**src/rtl/tms_defs.vh**
```
`ifndef TMS_DEFS_VH
`define TMS_DEFS_VH

// Register byte addresses.
`define TMS_ADDR_CFG 8'h00
`define TMS_ADDR_RD1 8'h10
`define TMS_ADDR_AMB 8'h14
`define TMS_ADDR_RD2 8'h18
`define TMS_ADDR_LIM1 8'h20
`define TMS_ADDR_LIMA 8'h24
`define TMS_ADDR_LIM2 8'h28
`define TMS_ADDR_STAT 8'h30
`define TMS_ADDR_FAN 8'h38
`define TMS_ADDR_CTRL 8'h40

// Field positions.
`define TMS_AVG_MSB 7
`define TMS_AVG_LSB 5
`define TMS_START_BIT 0
`define TMS_LOCK_BIT 1
`define TMS_RUN_BIT 2
`define TMS_FAN_AUTO_BIT 16

// Reset values.
`define TMS_AVG_RST 3'h2
`define TMS_LIM_RST 16'hFF00
`define TMS_FAN_RST 17'h0_FF80

// Channel codes, in sampling order.
`define TMS_CH_RD1 2'h0
`define TMS_CH_AMB 2'h1
`define TMS_CH_RD2 2'h2

// AXI responses.
`define TMS_RESP_OKAY 2'h0
`define TMS_RESP_SLVERR 2'h2

// Timing: clock rate, nominal pass times and conversions per pass.
`define TMS_CLK_MHZ 100
`define TMS_PASS_US_A0 587400
`define TMS_PASS_US_A1 73400
`define TMS_PASS_US_A2 150800
`define TMS_PASS_US_A3 301500
`define TMS_CONV_A0 264
`define TMS_CONV_A1 33
`define TMS_CONV_A2 48
`define TMS_CONV_A3 96

`endif

```
**src/rtl/tms_avg_decode.v**
```verilog
`timescale 1ns/100ps
`include "tms_defs.vh"

// Turns the averaging field into the power of two of the average count for
// one channel, plus a code naming which pass timing applies.
module tms_avg_decode (
   input wire [2:0] avg_sel, // average_count_select field
   input wire is_ambient, // channel is the ambient sensor
   output reg [2:0] avg_log2, // log2 of averages for this channel
   output reg [1:0] timing_sel // pass timing class
);

   always @* begin
      if (avg_sel[2]) begin
         avg_log2 = 3'h5;
         timing_sel = 2'h3;
      end else if (avg_sel[1]) begin
         avg_log2 = 3'h4;
         timing_sel = 2'h2;
      end else if (avg_sel[0]) begin
         avg_log2 = is_ambient ? 3'h0 : 3'h4;
         timing_sel = 2'h1;
      end else begin
         avg_log2 = is_ambient ? 3'h3 : 3'h7;
         timing_sel = 2'h0;
      end
   end

endmodule

```
**src/rtl/tms_sequencer.v**
```verilog
// Function
// - Bits 7:5 of the config register choose averages per measurement.
// - Field top bit set gives 32 averages on every channel.
// - 000 gives 128 diode/8 ambient; 001 gives 16/1; 01x gives 16 all.
// - Averaging field resets to 010, sixteen averages everywhere.
// - Monitoring starts only after software writes one to start bit.
// - Running passes repeat back to back with no idle gap.
// - Order is remote diode one, ambient, remote diode two, then wrap.
// - Default setting makes one full pass take nominally 150.8 ms.
// - Pass time is 587.4, 73.4, 150.8 or 301.5 ms by setting.
// - Each result is checked against limits; violations set status bits.
// - With auto fan selected, fan duty follows each new result.
// - Reading registers hold latest averages and are always readable.
// - Start bit zero keeps converter and sequence halted; registers work.
// - Start bit writes are ignored while the lock bit is set.
`timescale 1ns/100ps
`include "tms_defs.vh"

module tms_sequencer #(
   parameter integer SLOT_A0 =
      `TMS_PASS_US_A0 * `TMS_CLK_MHZ / `TMS_CONV_A0,
   parameter integer SLOT_A1 =
      `TMS_PASS_US_A1 * `TMS_CLK_MHZ / `TMS_CONV_A1,
   parameter integer SLOT_A2 =
      `TMS_PASS_US_A2 * `TMS_CLK_MHZ / `TMS_CONV_A2,
   parameter integer SLOT_A3 =
      `TMS_PASS_US_A3 * `TMS_CLK_MHZ / `TMS_CONV_A3
) (
   input wire aclk, // system clock
   input wire aresetn, // synchronous reset, active low
   input wire [7:0] s_axi_awaddr, // write address
   input wire [2:0] s_axi_awprot, // write protection, unused
   input wire s_axi_awvalid, // write address valid
   output wire s_axi_awready, // write address ready
   input wire [31:0] s_axi_wdata, // write data
   input wire [3:0] s_axi_wstrb, // write byte strobes
   input wire s_axi_wvalid, // write data valid
   output wire s_axi_wready, // write data ready
   output wire [1:0] s_axi_bresp, // write response
   output wire s_axi_bvalid, // write response valid
   input wire s_axi_bready, // write response ready
   input wire [7:0] s_axi_araddr, // read address
   input wire [2:0] s_axi_arprot, // read protection, unused
   input wire s_axi_arvalid, // read address valid
   output wire s_axi_arready, // read address ready
   output wire [31:0] s_axi_rdata, // read data
   output wire [1:0] s_axi_rresp, // read response
   output wire s_axi_rvalid, // read data valid
   input wire s_axi_rready, // read data ready
   output wire adc_enable, // converter powered and running
   output wire conv_start, // one-cycle conversion request
   output wire [1:0] conv_channel, // channel being converted
   input wire conv_valid, // one-cycle result strobe
   input wire [7:0] conv_data, // conversion result
   output wire [7:0] fan_duty // fan duty cycle
);

   localparam [19:0] SLOT0 = SLOT_A0[19:0];
   localparam [19:0] SLOT1 = SLOT_A1[19:0];
   localparam [19:0] SLOT2 = SLOT_A2[19:0];
   localparam [19:0] SLOT3 = SLOT_A3[19:0];

   localparam [4:0] S_OFF = 5'h01;
   localparam [4:0] S_LOAD = 5'h02;
   localparam [4:0] S_REQ = 5'h04;
   localparam [4:0] S_WAIT = 5'h08;
   localparam [4:0] S_UPD = 5'h10;

   reg awready_reg;
   reg wready_reg;
   reg bvalid_reg;
   reg [1:0] bresp_reg;
   reg arready_reg;
   reg rvalid_reg;
   reg [1:0] rresp_reg;
   reg [31:0] rdata_reg;
   reg [7:0] waddr_reg;
   reg [31:0] wdata_reg;
   reg [3:0] wstrb_reg;

   reg [2:0] avg_sel_reg;
   reg start_reg;
   reg lock_reg;
   reg [15:0] lim_rd1_reg;
   reg [15:0] lim_amb_reg;
   reg [15:0] lim_rd2_reg;
   reg [16:0] fan_cfg_reg;
   reg [2:0] status_reg;
   reg [2:0] status_next;
   reg [7:0] rd1_reg;
   reg [7:0] amb_reg;
   reg [7:0] rd2_reg;

   reg [4:0] state_reg;
   reg [1:0] chan_reg;
   reg [2:0] log2_reg;
   reg [19:0] slot_reg;
   reg [19:0] timer_reg;
   reg [7:0] count_reg;
   reg [14:0] acc_reg;
   reg got_reg;
   reg conv_start_reg;
   reg adc_enable_reg;
   reg [2:0] hot_reg;
   reg [7:0] fan_duty_reg;
   reg [2:0] viol_reg;

   wire [2:0] dec_log2;
   wire [1:0] dec_timing;
   wire wr_en;
   wire [31:0] wmask;
   wire [31:0] wval;
   wire [14:0] avg_full;
   wire [7:0] avg_val;
   wire [7:0] last_count;
   reg [15:0] cur_lim;
   reg [19:0] slot_sel;
   reg wr_hit;

   // The decode uses the live field; it is only sampled in S_LOAD.
   tms_avg_decode u_dec (
      .avg_sel(avg_sel_reg),
      .is_ambient(chan_reg == `TMS_CH_AMB),
      .avg_log2(dec_log2),
      .timing_sel(dec_timing)
   );

   assign s_axi_awready = awready_reg;
   assign s_axi_wready = wready_reg;
   assign s_axi_bvalid = bvalid_reg;
   assign s_axi_bresp = bresp_reg;
   assign s_axi_arready = arready_reg;
   assign s_axi_rvalid = rvalid_reg;
   assign s_axi_rresp = rresp_reg;
   assign s_axi_rdata = rdata_reg;
   assign adc_enable = adc_enable_reg;
   assign conv_start = conv_start_reg;
   assign conv_channel = chan_reg;
   assign fan_duty = fan_duty_reg;

   // Both halves of a write are held; the write happens once both are in.
   assign wr_en = !awready_reg && !wready_reg && !bvalid_reg;
   assign wmask = {{8{wstrb_reg[3]}}, {8{wstrb_reg[2]}},
                   {8{wstrb_reg[1]}}, {8{wstrb_reg[0]}}};
   assign wval = wdata_reg & wmask;

   assign avg_full = acc_reg >> log2_reg;
   assign avg_val = avg_full[7:0];
   assign last_count = (8'h01 << log2_reg) - 8'h01;

   always @* begin
      case (dec_timing)
         2'h0: slot_sel = SLOT0;
         2'h1: slot_sel = SLOT1;
         2'h2: slot_sel = SLOT2;
         default: slot_sel = SLOT3;
      endcase
   end

   always @* begin
      case (chan_reg)
         `TMS_CH_RD1: cur_lim = lim_rd1_reg;
         `TMS_CH_AMB: cur_lim = lim_amb_reg;
         default: cur_lim = lim_rd2_reg;
      endcase
   end

   always @* begin
      case (waddr_reg)
         `TMS_ADDR_CFG, `TMS_ADDR_CTRL, `TMS_ADDR_LIM1, `TMS_ADDR_LIMA,
         `TMS_ADDR_LIM2, `TMS_ADDR_STAT, `TMS_ADDR_FAN,
         `TMS_ADDR_RD1, `TMS_ADDR_AMB, `TMS_ADDR_RD2: wr_hit = 1'b1;
         default: wr_hit = 1'b0;
      endcase
   end

   // AXI write channel handshakes.
   always @(posedge aclk) begin
      if (!aresetn) begin
         awready_reg <= 1'b1;
         wready_reg <= 1'b1;
         bvalid_reg <= 1'b0;
         bresp_reg <= `TMS_RESP_OKAY;
         waddr_reg <= 8'h00;
         wdata_reg <= 32'h0000_0000;
         wstrb_reg <= 4'h0;
      end else begin
         if (s_axi_awvalid && awready_reg) begin
            waddr_reg <= s_axi_awaddr;
            awready_reg <= 1'b0;
         end
         if (s_axi_wvalid && wready_reg) begin
            wdata_reg <= s_axi_wdata;
            wstrb_reg <= s_axi_wstrb;
            wready_reg <= 1'b0;
         end
         if (wr_en) begin
            bvalid_reg <= 1'b1;
            bresp_reg <= wr_hit ? `TMS_RESP_OKAY : `TMS_RESP_SLVERR;
         end
         if (bvalid_reg && s_axi_bready) begin
            bvalid_reg <= 1'b0;
            awready_reg <= 1'b1;
            wready_reg <= 1'b1;
         end
      end
   end

   // Software-written registers. Reading registers ignore writes.
   always @(posedge aclk) begin
      if (!aresetn) begin
         avg_sel_reg <= `TMS_AVG_RST;
         start_reg <= 1'b0;
         lock_reg <= 1'b0;
         lim_rd1_reg <= `TMS_LIM_RST;
         lim_amb_reg <= `TMS_LIM_RST;
         lim_rd2_reg <= `TMS_LIM_RST;
         fan_cfg_reg <= `TMS_FAN_RST;
      end else if (wr_en) begin
         case (waddr_reg)
            `TMS_ADDR_CFG: begin
               if (wstrb_reg[0]) begin
                  avg_sel_reg <= wdata_reg[`TMS_AVG_MSB:`TMS_AVG_LSB];
               end
            end
            `TMS_ADDR_CTRL: begin
               if (wstrb_reg[0] && !lock_reg) begin
                  start_reg <= wdata_reg[`TMS_START_BIT];
               end
               // Lock only sets; it holds until reset so it cannot be undone.
               if (wstrb_reg[0] && wdata_reg[`TMS_LOCK_BIT]) begin
                  lock_reg <= 1'b1;
               end
            end
            `TMS_ADDR_LIM1: lim_rd1_reg <= (lim_rd1_reg & ~wmask[15:0]) |
                                           wval[15:0];
            `TMS_ADDR_LIMA: lim_amb_reg <= (lim_amb_reg & ~wmask[15:0]) |
                                           wval[15:0];
            `TMS_ADDR_LIM2: lim_rd2_reg <= (lim_rd2_reg & ~wmask[15:0]) |
                                           wval[15:0];
            `TMS_ADDR_FAN: fan_cfg_reg <= (fan_cfg_reg & ~wmask[16:0]) |
                                          wval[16:0];
            default: begin
            end
         endcase
      end
   end

   // Status bits: a new violation wins over a write-one-to-clear.
   always @* begin
      status_next = status_reg;
      if (wr_en && waddr_reg == `TMS_ADDR_STAT && wstrb_reg[0]) begin
         status_next = status_next & ~wdata_reg[2:0];
      end
      status_next = status_next | viol_reg;
   end

   always @(posedge aclk) begin
      if (!aresetn) begin
         status_reg <= 3'h0;
      end else begin
         status_reg <= status_next;
      end
   end

   // AXI read channel; every register reads at any time.
   always @(posedge aclk) begin
      if (!aresetn) begin
         arready_reg <= 1'b1;
         rvalid_reg <= 1'b0;
         rresp_reg <= `TMS_RESP_OKAY;
         rdata_reg <= 32'h0000_0000;
      end else if (s_axi_arvalid && arready_reg) begin
         arready_reg <= 1'b0;
         rvalid_reg <= 1'b1;
         rresp_reg <= `TMS_RESP_OKAY;
         case (s_axi_araddr)
            `TMS_ADDR_CFG: rdata_reg <= {24'h00_0000, avg_sel_reg, 5'h00};
            `TMS_ADDR_CTRL: rdata_reg <= {29'h0000_0000, !state_reg[0],
                                          lock_reg, start_reg};
            `TMS_ADDR_RD1: rdata_reg <= {24'h00_0000, rd1_reg};
            `TMS_ADDR_AMB: rdata_reg <= {24'h00_0000, amb_reg};
            `TMS_ADDR_RD2: rdata_reg <= {24'h00_0000, rd2_reg};
            `TMS_ADDR_LIM1: rdata_reg <= {16'h0000, lim_rd1_reg};
            `TMS_ADDR_LIMA: rdata_reg <= {16'h0000, lim_amb_reg};
            `TMS_ADDR_LIM2: rdata_reg <= {16'h0000, lim_rd2_reg};
            `TMS_ADDR_STAT: rdata_reg <= {29'h0000_0000, status_reg};
            `TMS_ADDR_FAN: rdata_reg <= {15'h0000, fan_cfg_reg};
            default: begin
               rdata_reg <= 32'h0000_0000;
               rresp_reg <= `TMS_RESP_SLVERR;
            end
         endcase
      end else if (rvalid_reg && s_axi_rready) begin
         rvalid_reg <= 1'b0;
         arready_reg <= 1'b1;
      end
   end

   // Conversion sequencer. Each conversion owns a fixed time slot so that a
   // pass takes the nominal time; a slow converter stretches the slot.
   always @(posedge aclk) begin
      if (!aresetn) begin
         state_reg <= S_OFF;
         chan_reg <= `TMS_CH_RD1;
         log2_reg <= 3'h0;
         slot_reg <= 20'h0_0000;
         timer_reg <= 20'h0_0000;
         count_reg <= 8'h00;
         acc_reg <= 15'h0000;
         got_reg <= 1'b0;
         conv_start_reg <= 1'b0;
         adc_enable_reg <= 1'b0;
         rd1_reg <= 8'h00;
         rd2_reg <= 8'h00;
         amb_reg <= 8'h00;
         viol_reg <= 3'h0;
         hot_reg <= 3'h0;
      end else begin
         conv_start_reg <= 1'b0;
         viol_reg <= 3'h0;
         if (!start_reg) begin
            // Clearing start abandons the channel in flight.
            state_reg <= S_OFF;
            adc_enable_reg <= 1'b0;
            chan_reg <= `TMS_CH_RD1;
         end else begin
            case (state_reg)
               S_OFF: begin
                  adc_enable_reg <= 1'b1;
                  state_reg <= S_LOAD;
               end
               S_LOAD: begin
                  // Setting is frozen for the whole channel.
                  log2_reg <= dec_log2;
                  slot_reg <= slot_sel;
                  count_reg <= 8'h00;
                  acc_reg <= 15'h0000;
                  state_reg <= S_REQ;
               end
               S_REQ: begin
                  conv_start_reg <= 1'b1;
                  timer_reg <= slot_reg - 20'h0_0001;
                  got_reg <= 1'b0;
                  state_reg <= S_WAIT;
               end
               S_WAIT: begin
                  if (timer_reg != 20'h0_0000) begin
                     timer_reg <= timer_reg - 20'h0_0001;
                  end
                  if (conv_valid && !got_reg) begin
                     acc_reg <= acc_reg + {7'h00, conv_data};
                     got_reg <= 1'b1;
                  end
                  if (got_reg && timer_reg == 20'h0_0000) begin
                     if (count_reg == last_count) begin
                        state_reg <= S_UPD;
                     end else begin
                        count_reg <= count_reg + 8'h01;
                        state_reg <= S_REQ;
                     end
                  end
               end
               S_UPD: begin
                  case (chan_reg)
                     `TMS_CH_RD1: rd1_reg <= avg_val;
                     `TMS_CH_AMB: amb_reg <= avg_val;
                     default: rd2_reg <= avg_val;
                  endcase
                  if (avg_val > cur_lim[15:8] || avg_val < cur_lim[7:0]) begin
                     viol_reg[chan_reg] <= 1'b1;
                  end
                  hot_reg[chan_reg] <= avg_val >= fan_cfg_reg[15:8];
                  if (chan_reg == `TMS_CH_RD2) begin
                     chan_reg <= `TMS_CH_RD1;
                  end else begin
                     chan_reg <= chan_reg + 2'h1;
                  end
                  state_reg <= S_LOAD;
               end
               default: state_reg <= S_OFF;
            endcase
         end
      end
   end

   // Fan duty: full when any channel is at or over the threshold.
   always @(posedge aclk) begin
      if (!aresetn) begin
         fan_duty_reg <= 8'h00;
      end else if (fan_cfg_reg[`TMS_FAN_AUTO_BIT] && hot_reg != 3'h0) begin
         fan_duty_reg <= 8'hFF;
      end else begin
         fan_duty_reg <= fan_cfg_reg[7:0];
      end
   end

endmodule

```
**config.mk**
```make
export PLATFORM = sky130hd
export DESIGN_NAME = tms_sequencer
export DESIGN_NICKNAME = d
export VERILOG_FILES = /design/src/rtl/tms_avg_decode.v /design/src/rtl/tms_sequencer.v
export VERILOG_INCLUDE_DIRS = /design/src /design/src/rtl
export SDC_FILE = /design/constraint.sdc
export NUM_CORES = 1
export LEC_CHECK = 0
export ABC_AREA = 1
export CAP_MARGIN = 5
export CORE_MARGIN = 1.5
export CORE_UTILIZATION = 58
export CTS_CLUSTER_SIZE = 25
export DETAILED_ROUTE_END_ITERATION = 7
export DONT_BUFFER_PORTS = 1
export GPL_ROUTABILITY_DRIVEN = 0
export PLACE_DENSITY_LB_ADDON = 0.08
export SLEW_MARGIN = 20
export SYNTH_ARGS = -nofsm -noshare
export SYNTH_HDL_FRONTEND = slang
export SYNTH_SLANG_ARGS = --single-unit
export TNS_END_PERCENT = 100
```
**constraint.sdc**
```tcl
create_clock -name aclk -period 2.8 [get_ports aclk]
set_input_delay 0.84 -clock aclk [delete_from_list [all_inputs] [get_ports aclk]]
set_output_delay 0.84 -clock aclk [all_outputs]
set_load 0.005 [all_outputs]
```
==> results of run 1 <==
kinds of logic (layout without fill, tap and decap cells):
family / count (synthesis) / count (layout) / share of synthesized area
AO/OA/AOI/OAI: 415 / 415 / 0.201
XOR/XNOR: 16 / 16 / 0.0121
adder cells (fa/ha/maj): 36 / 36 / 0.0397
buffers and inverters: 294 / 301 / 0.104
flip-flops: 226 / 226 / 0.392
other: 1 / 17 / 0.000325
AND/OR/NAND/NOR: 667 / 667 / 0.251
area by class of cell:
cell class	instances	area [um^2]	area share
Tap cell	265	332	0.0260
Multi-Input combinational cell	1151	5880	0.462
Sequential cell	226	4520	0.355
Clock inverter	10	131	0.0103
Inverter	219	822	0.0646
Clock buffer	36	747	0.0587
Timing Repair Buffer	36	295	0.0232
stage by stage:
stage	area, um^2	std cells	hold WS (ps)	utilization	total power, mW
after detailed placement	11900	1897	438	0.607	3.59
final	12700	1943	428	0.652	6.92
after global routing	12700	1943	422	0.652	7.14
after global placement	11900	1897	434	0.607	3.58
after CTS	12700	1943	403	0.652	6.97
after floorplan	11600	1671	415	-	3.56
synthesized netlist by cell type (7+ instances only):
cell type  instances  share of area
nand2_1          343           0.11
xor2_1            11         0.0083
o211ai_1          21          0.014
a211oi_1          10         0.0065
o22ai_1           17         0.0092
a21oi_1          159          0.069
nor2_1           148          0.048
nand3_1           90          0.039
inv_1            207          0.067
ha_1              35          0.038
nor3_1            15         0.0065
buf_4             19          0.012
o21ai_1            8         0.0035
nand4_1           17         0.0092
dfxtp_1          226           0.39
clkbuf_1          42          0.014
o21ai_0          154          0.067
buf_2             12         0.0052
nor2_2            12         0.0065
nor4_1             8         0.0043
or2_2              9         0.0049
clkinv_1           7         0.0023
o221ai_1          14          0.011
cell usage in the layout, fill, tap and decap left out, types with 3 or more instances in the layout:
cell type and count:
o211ai_1 21, o22ai_1 17, nor4_2 3, nor4_1 8, a21oi_1 159, ha_1 35
clkbuf_1 3, o21ai_1 8, o21bai_1 5, inv_1 206, nand3b_1 6, buf_4 34
nand3_1 90, o21ai_2 3, clkbuf_8 8, nor2_1 147, nand4_1 17, a211oi_1 10
nor3_1 15, nor2_4 3, o31ai_1 3, dfxtp_1 226, nand2_2 6, o21a_1 3
clkbuf_16 25, a31oi_1 3, clkinv_2 4, xor2_1 11, nand2_1 342, inv_2 7
o21ai_0 154, o221ai_1 14, nor2_2 13, xnor2_1 5, o2111ai_1 5, conb_1 17
clkinv_1 6, or2_2 9
routing by layer:
metal | wire length, um | up-vias
met1 | 14200 | 5007
met2 | 13300 | 382
li1 | - | 5457
met4 | 869 | 0
met3 | 2080 | 57
met5 | 0 | -
worst max-delay path: stages, from the launching register on:
cell and delay, ps:
dfxtp_1 450, buf_4 210, o21ai_0 140, o21ai_0 230, or2_2 150, nand3_1 180, ha_1 380, nand2_1 50
o21a_1 200, o221ai_1 140, o21ai_0 120, nand2_1 140, nand2_1 110, nor2_1 100
worst max path at each step:
stage                                 to  slack (ps)
6_report          viol_reg[2]$_SDFF_PN0_         150
5_1_grt        count_reg[0]$_SDFFE_PN0P_          20
4_1_cts           viol_reg[1]$_SDFF_PN0_         170
3_5_place_dp      viol_reg[1]$_SDFF_PN0_         170
3_3_place_gp      viol_reg[1]$_SDFF_PN0_         190
2_1_floorplan     viol_reg[0]$_SDFF_PN0_         490
where the power goes:
group | total, mW | leakage, nW | switching [mW] | internal, mW
registers | 3.31 | 1.83 | 0.0460 | 3.26
clock network | 3.41 | 0.430 | 1.35 | 2.05
logic | 0.211 | 3.32 | 0.151 | 0.0601
total | 6.92 | 5.58 | 1.55 | 5.38
==> run metrics, run 1 <==
share of cells above drive strength 1 0.0757; TritonCTS buffer count 25; RSZ-0062 raised after global routing no; grt ovf 0; Yosys reg bits 226; Die Y 144 um; DRC violations left 0; post-synthesis cell area 0.0115 mm^2; static leakage 5.58 nW; critical path class reg -> reg; PD cells 544 mW/mm^2; # hold bufs at CTS 0; status finished, final reports clean; postcts setup bufs 0; RR Endpoint viol_reg[2]$_SDFF_PN0_; CTS sink count 226; CP Capture Type flip-flop; n_diodes 0; Fmax achieved 377 MHz; Peak VDD IR 0.000561 V; Final Hold Fails 0; post-synthesis average cell area 6.98 um^2; Min-Delay Path Class in -> reg; GRT Max-Usage Layer met2; Post-Place Worst Slack 175 ps; GRT Util Overall 0.296; Max Slew Vio Count 0; Worst-path clk slew 60 ps; final clock skew 15.9 ps; total wire length 30500 um; detailed placer's ending HPWL 22100 um; pin count of the biggest net entering global routing 140; data required time of the worst path 3280 ps; Synth cell types 53; initial detailed-routing violation count 973; setup TNS 0 ps; TritonCTS clock tree done; die area 0.0208 mm^2; CTS H-tree lvls 1; Pre-antenna DRT Iters 5; met1 GRT Util 0.423; Fill cells 1831; Final min period 2650 ps; Seq/Total Area, Yosys 0.392; first-pass GRT wire length 49400 um; Post-synth ARST share 0; drt via density 5.61; Hold Path Origin aresetn; DIE WIDTH 144 um; number of buffers added on ports 0; met2 Use GR 0.467; Cells after Synth 1655; reg2reg start log2_reg[0]$_SDFFE_PN0P_; crit path launch log2_reg[0]$_SDFFE_PN0P_; Final setup viols 0; initial antenna violation count 0; slew margin rel. 0.479; met3 Use GR 0.0381; R2R Setup Slk 150 ps; hold-critical path depth 2; final net count 1769; via count 10903; WP data arrival 3130 ps; initial core utilization 0.591; worst slew pin tran 775 ps; Warnings, synthesis 0; Area Overhead vs Synth 10.3%; clk root buf clkbuf_16; site row count 51; Startpoint Class flip-flop; crit-path max FO 10; setup slack after layout 149 ps; Reg2Reg Depth 13; drt wl/cell 15.7 um; IO Count 127; antenna-violating nets left 0; hold endpoint timer_reg[12]$_SDFFE_PN0P_; Clock Path Buffers 3; Core Area 0.0195 mm^2; cts repair resizes 0; max cap viols 0; period utilization 0.947; main flop type after synthesis dfxtp_1; vias in the first global route 9861; Clk Latency, worst-skew pair 540 ps; Post-synth EDFFs 0
(Power assumes the default switching activity.)
==> inputs of run 2 (changes only) <==
--- a/config.mk
+++ b/config.mk
@@ -8,4 +8,5 @@
 export LEC_CHECK = 0
 export ABC_AREA = 1
+export ABC_CLOCK_PERIOD_IN_PS = 2800
 export CAP_MARGIN = 5
 export CORE_MARGIN = 1.5
==> constraint.sdc (replaced) <==
create_clock -name aclk -period 2.8 [get_ports aclk]
set_input_delay 0.56 -clock aclk [delete_from_list [all_inputs] [get_ports aclk]]
set_output_delay 0.56 -clock aclk [all_outputs]
set_load 0.005 [all_outputs]
==> run metrics, run 2 (synthesis results as in run 1) <==
commonest non-fill, non-tap cell in the layout nand2_1 (unchanged); met3 Use GR 0.0447 (was 0.0381); grt ovf 0 (unchanged); Post-Place Worst Slack 124 ps (was 175 ps); # hold bufs at CTS 0 (unchanged); CTS H-tree lvls 1 (unchanged); initial antenna violation count 0 (unchanged); DRC violations left 0 (unchanged); Util after Layout 0.651 (was 0.652); initial detailed-routing violation count 904 (was 973); PD cells 558 mW/mm^2 (was 544 mW/mm^2); initial core utilization 0.591 (unchanged); clk root buf clkbuf_16 (unchanged); setup TNS 0 ps (unchanged); placed cell area 0.0118 mm^2 (was 0.0119 mm^2); die area 0.0208 mm^2 (unchanged); drt wl/cell 15.6 um (was 15.7 um); Final setup viols 0 (unchanged); number of buffers added on ports 0 (unchanged); final net count 1764 (was 1769); postcts setup bufs 0 (unchanged); critical path depth 14 (was 13); site row count 51 (unchanged); Peak VDD IR 0.000544 V (was 0.000561 V); Placed Instances 1893 (was 1897); Clk Latency, worst-skew pair 540 ps (about the same); data required time of the worst path 3220 ps (was 3280 ps); n_diodes 0 (unchanged); drt via density 5.59 (was 5.61); Clock Path Buffers 3 (unchanged); Final Hold Fails 0 (unchanged); crit path launch log2_reg[0]$_SDFFE_PN0P_ (unchanged); multi-input logic area 0.00589 mm^2 (was 0.00588 mm^2); Core Area 0.0195 mm^2 (unchanged); detailed placer's ending HPWL 21800 um (was 22100 um); CTS sink count 226 (unchanged); Final Non-Filler Cells 1937 (was 1943); hold-critical path depth 2 (unchanged); worst hold slack 161 ps (was 428 ps); Min-Delay Path Class in -> reg (unchanged); share of cells above drive strength 1 0.0730 (was 0.0757); final clock skew 26.9 ps (was 15.9 ps); antenna-violating nets left 0 (unchanged); GRT Util Overall 0.290 (was 0.296); DIE WIDTH 144 um (unchanged); final instance area 0.0127 mm^2 (about the same); FF/Latch Area 0.00453 mm^2 (was 0.00452 mm^2); Max Slew Vio Count 0 (unchanged); static leakage 5.56 nW (was 5.58 nW); RSZ-0062 raised after global routing no (unchanged); IO Count 127 (unchanged); Slowest cell on crit path dfxtp_1 (unchanged); Worst-path clk slew 60 ps (about the same); vias in the first global route 9558 (was 9861); Pre-antenna DRT Iters 5 (unchanged); Area Overhead vs Synth 10.1% (was 10.3%); setup slack after layout 214 ps (was 149 ps); Fill cells 1812 (was 1831); CP max stage delay 370 ps (was 450 ps); total wire length 30300 um (was 30500 um); most frequent cells in the layout nand2_1, dfxtp_1, inv_1, a21oi_1, o21ai_0 (unchanged); CP Capture Type flip-flop (unchanged); TritonCTS buffer count 24 (was 25); Cell Chain, Critical Path buf_4, o21ai_0, nand2_1, o21ai_0, or2_2, nand2_2, ha_1, a21oi_1, o21a_1, o221ai_1, o21ai_0, nand2_1, nand2_1, nor2_1 (was buf_4, o21ai_0, o21ai_0, or2_2, nand3_1, ha_1, nand2_1, o21a_1, o221ai_1, o21ai_0, nand2_1, nand2_1, nor2_1); status finished, final reports clean (unchanged); GRT Max-Usage Layer met2 (unchanged); pin count of the biggest net entering global routing 140 (unchanged); Final min period 2590 ps (was 2650 ps); buffers and inverters on the worst path 1 (unchanged); slew margin rel. 0.455 (was 0.479); total power draw 7.10 mW (was 6.92 mW); WP data arrival 3000 ps (was 3130 ps); Top delay family on crit path simple AND/OR/NAND/NOR gates (was compound AO/OA/AOI/OAI gates); Fmax achieved 387 MHz (was 377 MHz); worst slew pin tran 810 ps (was 775 ps); Die Y 144 um (unchanged); first-pass GRT wire length 48000 um (was 49400 um); reg2reg start log2_reg[0]$_SDFFE_PN0P_ (unchanged); met2 Use GR 0.452 (was 0.467); period utilization 0.924 (was 0.947); Reg2Reg Depth 14 (was 13); max cap viols 0 (unchanged); met1 GRT Util 0.414 (was 0.423); TritonCTS clock tree done (unchanged); Startpoint Class flip-flop (unchanged); critical path class reg -> reg (unchanged); crit-path max FO 17 (was 10); via count 10832 (was 10903); Hold Path Origin aresetn (unchanged)
run 2: worst paths after layout:
check / to / slack [ps]
setup / recovery: viol_reg[1]$_SDFF_PN0_ / 210
hold / removal: timer_reg[12]$_SDFFE_PN0P_ / 160
setup reg to reg: viol_reg[1]$_SDFF_PN0_ / 210
hold reg to reg: status_reg[1]$_SDFF_PN0_ / 450
run 2: repair_timing:
item | CTS | global route
endpoints found under the setup margin | 0 | 6
endpoints found under the hold margin | 0 | 0
gates resized for setup | 0 | 4
run 2: layout make-up:
| class | count | area share |
|---|---|---|
| tap | 265 | 0.0261 |
| timing repair buffer | 32 | 0.0199 |
| inverter | 219 | 0.0646 |
| sequential | 226 | 0.356 |
| clock buffer | 30 | 0.0521 |
| clock inverter | 14 | 0.0186 |
| multi-input combinational | 1151 | 0.463 |
run 2: per-layer routing:
layer  up-vias  part of all wire
li1       5453                 -
met1      4932              0.47
met2       385              0.43
met3        62             0.068
met4         0             0.030
met5         -                 0
run 2: power by group:
group	switching (mW)	total, mW	internal (mW)
clock network	1.35	3.58	2.24
logic	0.153	0.212	0.0595
registers	0.0454	3.31	3.26
total	1.54	7.10	5.56
==> inputs of run 3 (changes only) <==
BUFFER_PORTS_ARGS = -buffer_cell sky130_fd_sc_hd__buf_2   (was not set)
DONT_BUFFER_PORTS = not set   (was 1)
==> run metrics, run 3 (synthesis results as in run 1) <==
Post-Place Worst Slack 46.6 ps (was 124 ps); switch share 0.231 (was 0.217); crit path launch log2_reg[0]$_SDFFE_PN0P_ (unchanged); crit-path max FO 12 (was 17); critical path class reg -> reg (unchanged); total wire length 30900 um (was 30300 um); RR Endpoint viol_reg[1]$_SDFF_PN0_ (unchanged); n_diodes 0 (unchanged); Die Y 144 um (unchanged); Util after Layout 0.670 (was 0.651); data required time of the worst path 3190 ps (was 3220 ps); hold-critical path depth 3 (was 2); Final Hold Fails 0 (unchanged); total power draw 6.73 mW (was 7.10 mW); Core Area 0.0195 mm^2 (unchanged); TritonCTS buffer count 24 (unchanged); antenna-violating nets left 0 (unchanged); max cap viols 0 (unchanged); Final Non-Filler Cells 2029 (was 1937); Final min period 2600 ps (was 2590 ps); status finished, final reports clean (unchanged); setup TNS 0 ps (unchanged); reg2reg start log2_reg[0]$_SDFFE_PN0P_ (unchanged); final net count 1856 (was 1764); R2R Setup Slk 200 ps (was 210 ps); GRT Util Overall 0.296 (was 0.290); PD cells 514 mW/mm^2 (was 558 mW/mm^2); grt ovf 0 (unchanged); worst slew pin tran 982 ps (was 810 ps); Fmax achieved 385 MHz (was 387 MHz); Final setup viols 0 (unchanged); Setup crit end viol_reg[1]$_SDFF_PN0_ (unchanged); initial core utilization 0.591 (unchanged); period utilization 0.929 (was 0.924); slew margin rel. 0.341 (was 0.455); Max Slew Vio Count 0 (unchanged); Pre-antenna DRT Iters 6 (was 5); Clk Latency, worst-skew pair 540 ps (about the same); vias in the first global route 9996 (was 9558); Reg2Reg Depth 16 (was 14); WP data arrival 3000 ps (about the same); setup slack after layout 199 ps (was 214 ps); Sequential Power Share 0.491 (was 0.466); Min-Delay Path Class in -> reg (unchanged); TritonCTS clock tree done (unchanged); pin count of the biggest net entering global routing 63 (was 140); CP Capture Type flip-flop (unchanged); first-pass GRT wire length 49500 um (was 48000 um); Gate power share 0.043 (was 0.030); CTS H-tree lvls 1 (unchanged); IO Count 127 (unchanged); Placed Instances 1983 (was 1893); Clk network pwr share 0.466 (was 0.505); detailed placer's ending HPWL 22300 um (was 21800 um); Area Overhead vs Synth 13.3% (was 10.1%); RSZ-0062 raised after global routing no (unchanged); commonest non-fill, non-tap cell in the layout nand2_1 (unchanged); initial antenna violation count 0 (unchanged); number of buffers added on ports 87 (was 0); die area 0.0208 mm^2 (unchanged); site row count 51 (unchanged); drt wl/cell 15.2 um (was 15.6 um); DRC violations left 0 (unchanged); via count 11263 (was 10832); static leakage 5.94 nW (was 5.56 nW); final clock skew 28.4 ps (was 26.9 ps); drt via density 5.55 (was 5.59); Worst-path clk slew 60 ps (about the same); Startpoint Class flip-flop (unchanged); Switch Pwr 1.55 mW (was 1.54 mW); Clock Path Buffers 3 (unchanged); clk root buf clkbuf_16 (unchanged); initial detailed-routing violation count 868 (was 904); share of cells above drive strength 1 0.120 (was 0.0730); Peak VDD IR 0.000472 V (was 0.000544 V); most frequent cells in the layout nand2_1, dfxtp_1, inv_1, a21oi_1, o21ai_0 (unchanged); CTS sink count 226 (unchanged); Internal Power 5.18 mW (was 5.56 mW); DIE WIDTH 144 um (unchanged)
-- run 3: changes by cell type in the layout (fill, tap and decap cells not counted), sizes merged --
cell      previous run  this run
clkinv              12        17
clkbuf              30        32
inv                213       212
bufinv               6         2
buf                 32       123
clkinvlp             2         1
-- run 3: power by group through the flow --
stage / registers (mW) / logic (mW) / clock network (mW)
detailed placement: 3.37 / 0.287 / 0
global placement: 3.37 / 0.282 / 0
CTS: 3.30 / 0.289 / 3.18
floorplan: 3.36 / 0.199 / 0
finish: 3.30 / 0.291 / 3.14
global route: 3.31 / 0.327 / 3.33
-- run 3: cell type report --
class	instances	area, um^2
Fill cell	1781	6440
Inverter	219	826
Timing Repair Buffer	124	738
Sequential cell	226	4530
Multi-Input combinational cell	1151	5890
Tap cell	265	332
Clock inverter	13	130
Clock buffer	31	647
-- run 3: timing repair --
action,in CTS,in global routing
setup endpoints to repair,0,10
resized for setup,0,6
setup buffers,0,2
hold endpoints to repair,0,0
hold buffers,0,0
-- run 3: how the worst min path moves through the flow --
stage                                       from                    endpoint  slack, ps
after CTS                        s_axi_wdata[10]  wdata_reg[10]$_SDFFE_PN0P_        270
final                            s_axi_awaddr[0]   waddr_reg[0]$_SDFFE_PN0P_        270
after floorplan           viol_reg[0]$_SDFF_PN0_    status_reg[0]$_SDFF_PN0_        420
after global routing             s_axi_wdata[10]  wdata_reg[10]$_SDFFE_PN0P_        280
after global placement    viol_reg[0]$_SDFF_PN0_    status_reg[0]$_SDFF_PN0_        440
after detailed placement  viol_reg[0]$_SDFF_PN0_    status_reg[0]$_SDFF_PN0_        440
-- run 3: through the flow --
step	instance area, um^2	hold WS, ps
CTS	13100	266
global route	13100	281
finish	13100	274
floorplan	11600	415
global placement	12300	444
detailed placement	12300	443
-- run 3: layer usage --
layer / vias up / wire length [um] / track usage / share of wire
met3: 57 / 2460 / 0.0387 / 0.079
met2: 472 / 13600 / 0.464 / 0.44
met1: 5099 / 14100 / 0.422 / 0.46
li1: 5635 / - / - / -
met5: - / 0 / 0 / 0
met4: 0 / 770 / 0.0908 / 0.025
-- run 3: critical path, cell delays in order, from the launching register on --
cell        delay [ps]
dfxtp_2            450
clkinvlp_4         220
clkbuf_2           210
nand3_1            100
nand2_1             50
nor2_1             190
nand2_1            100
inv_1              170
ha_1               180
inv_1               40
a21oi_1            120
o21a_1             150
o221ai_1           100
o21ai_0            110
nand2_1            130
nand2_1            110
nor2_1              50
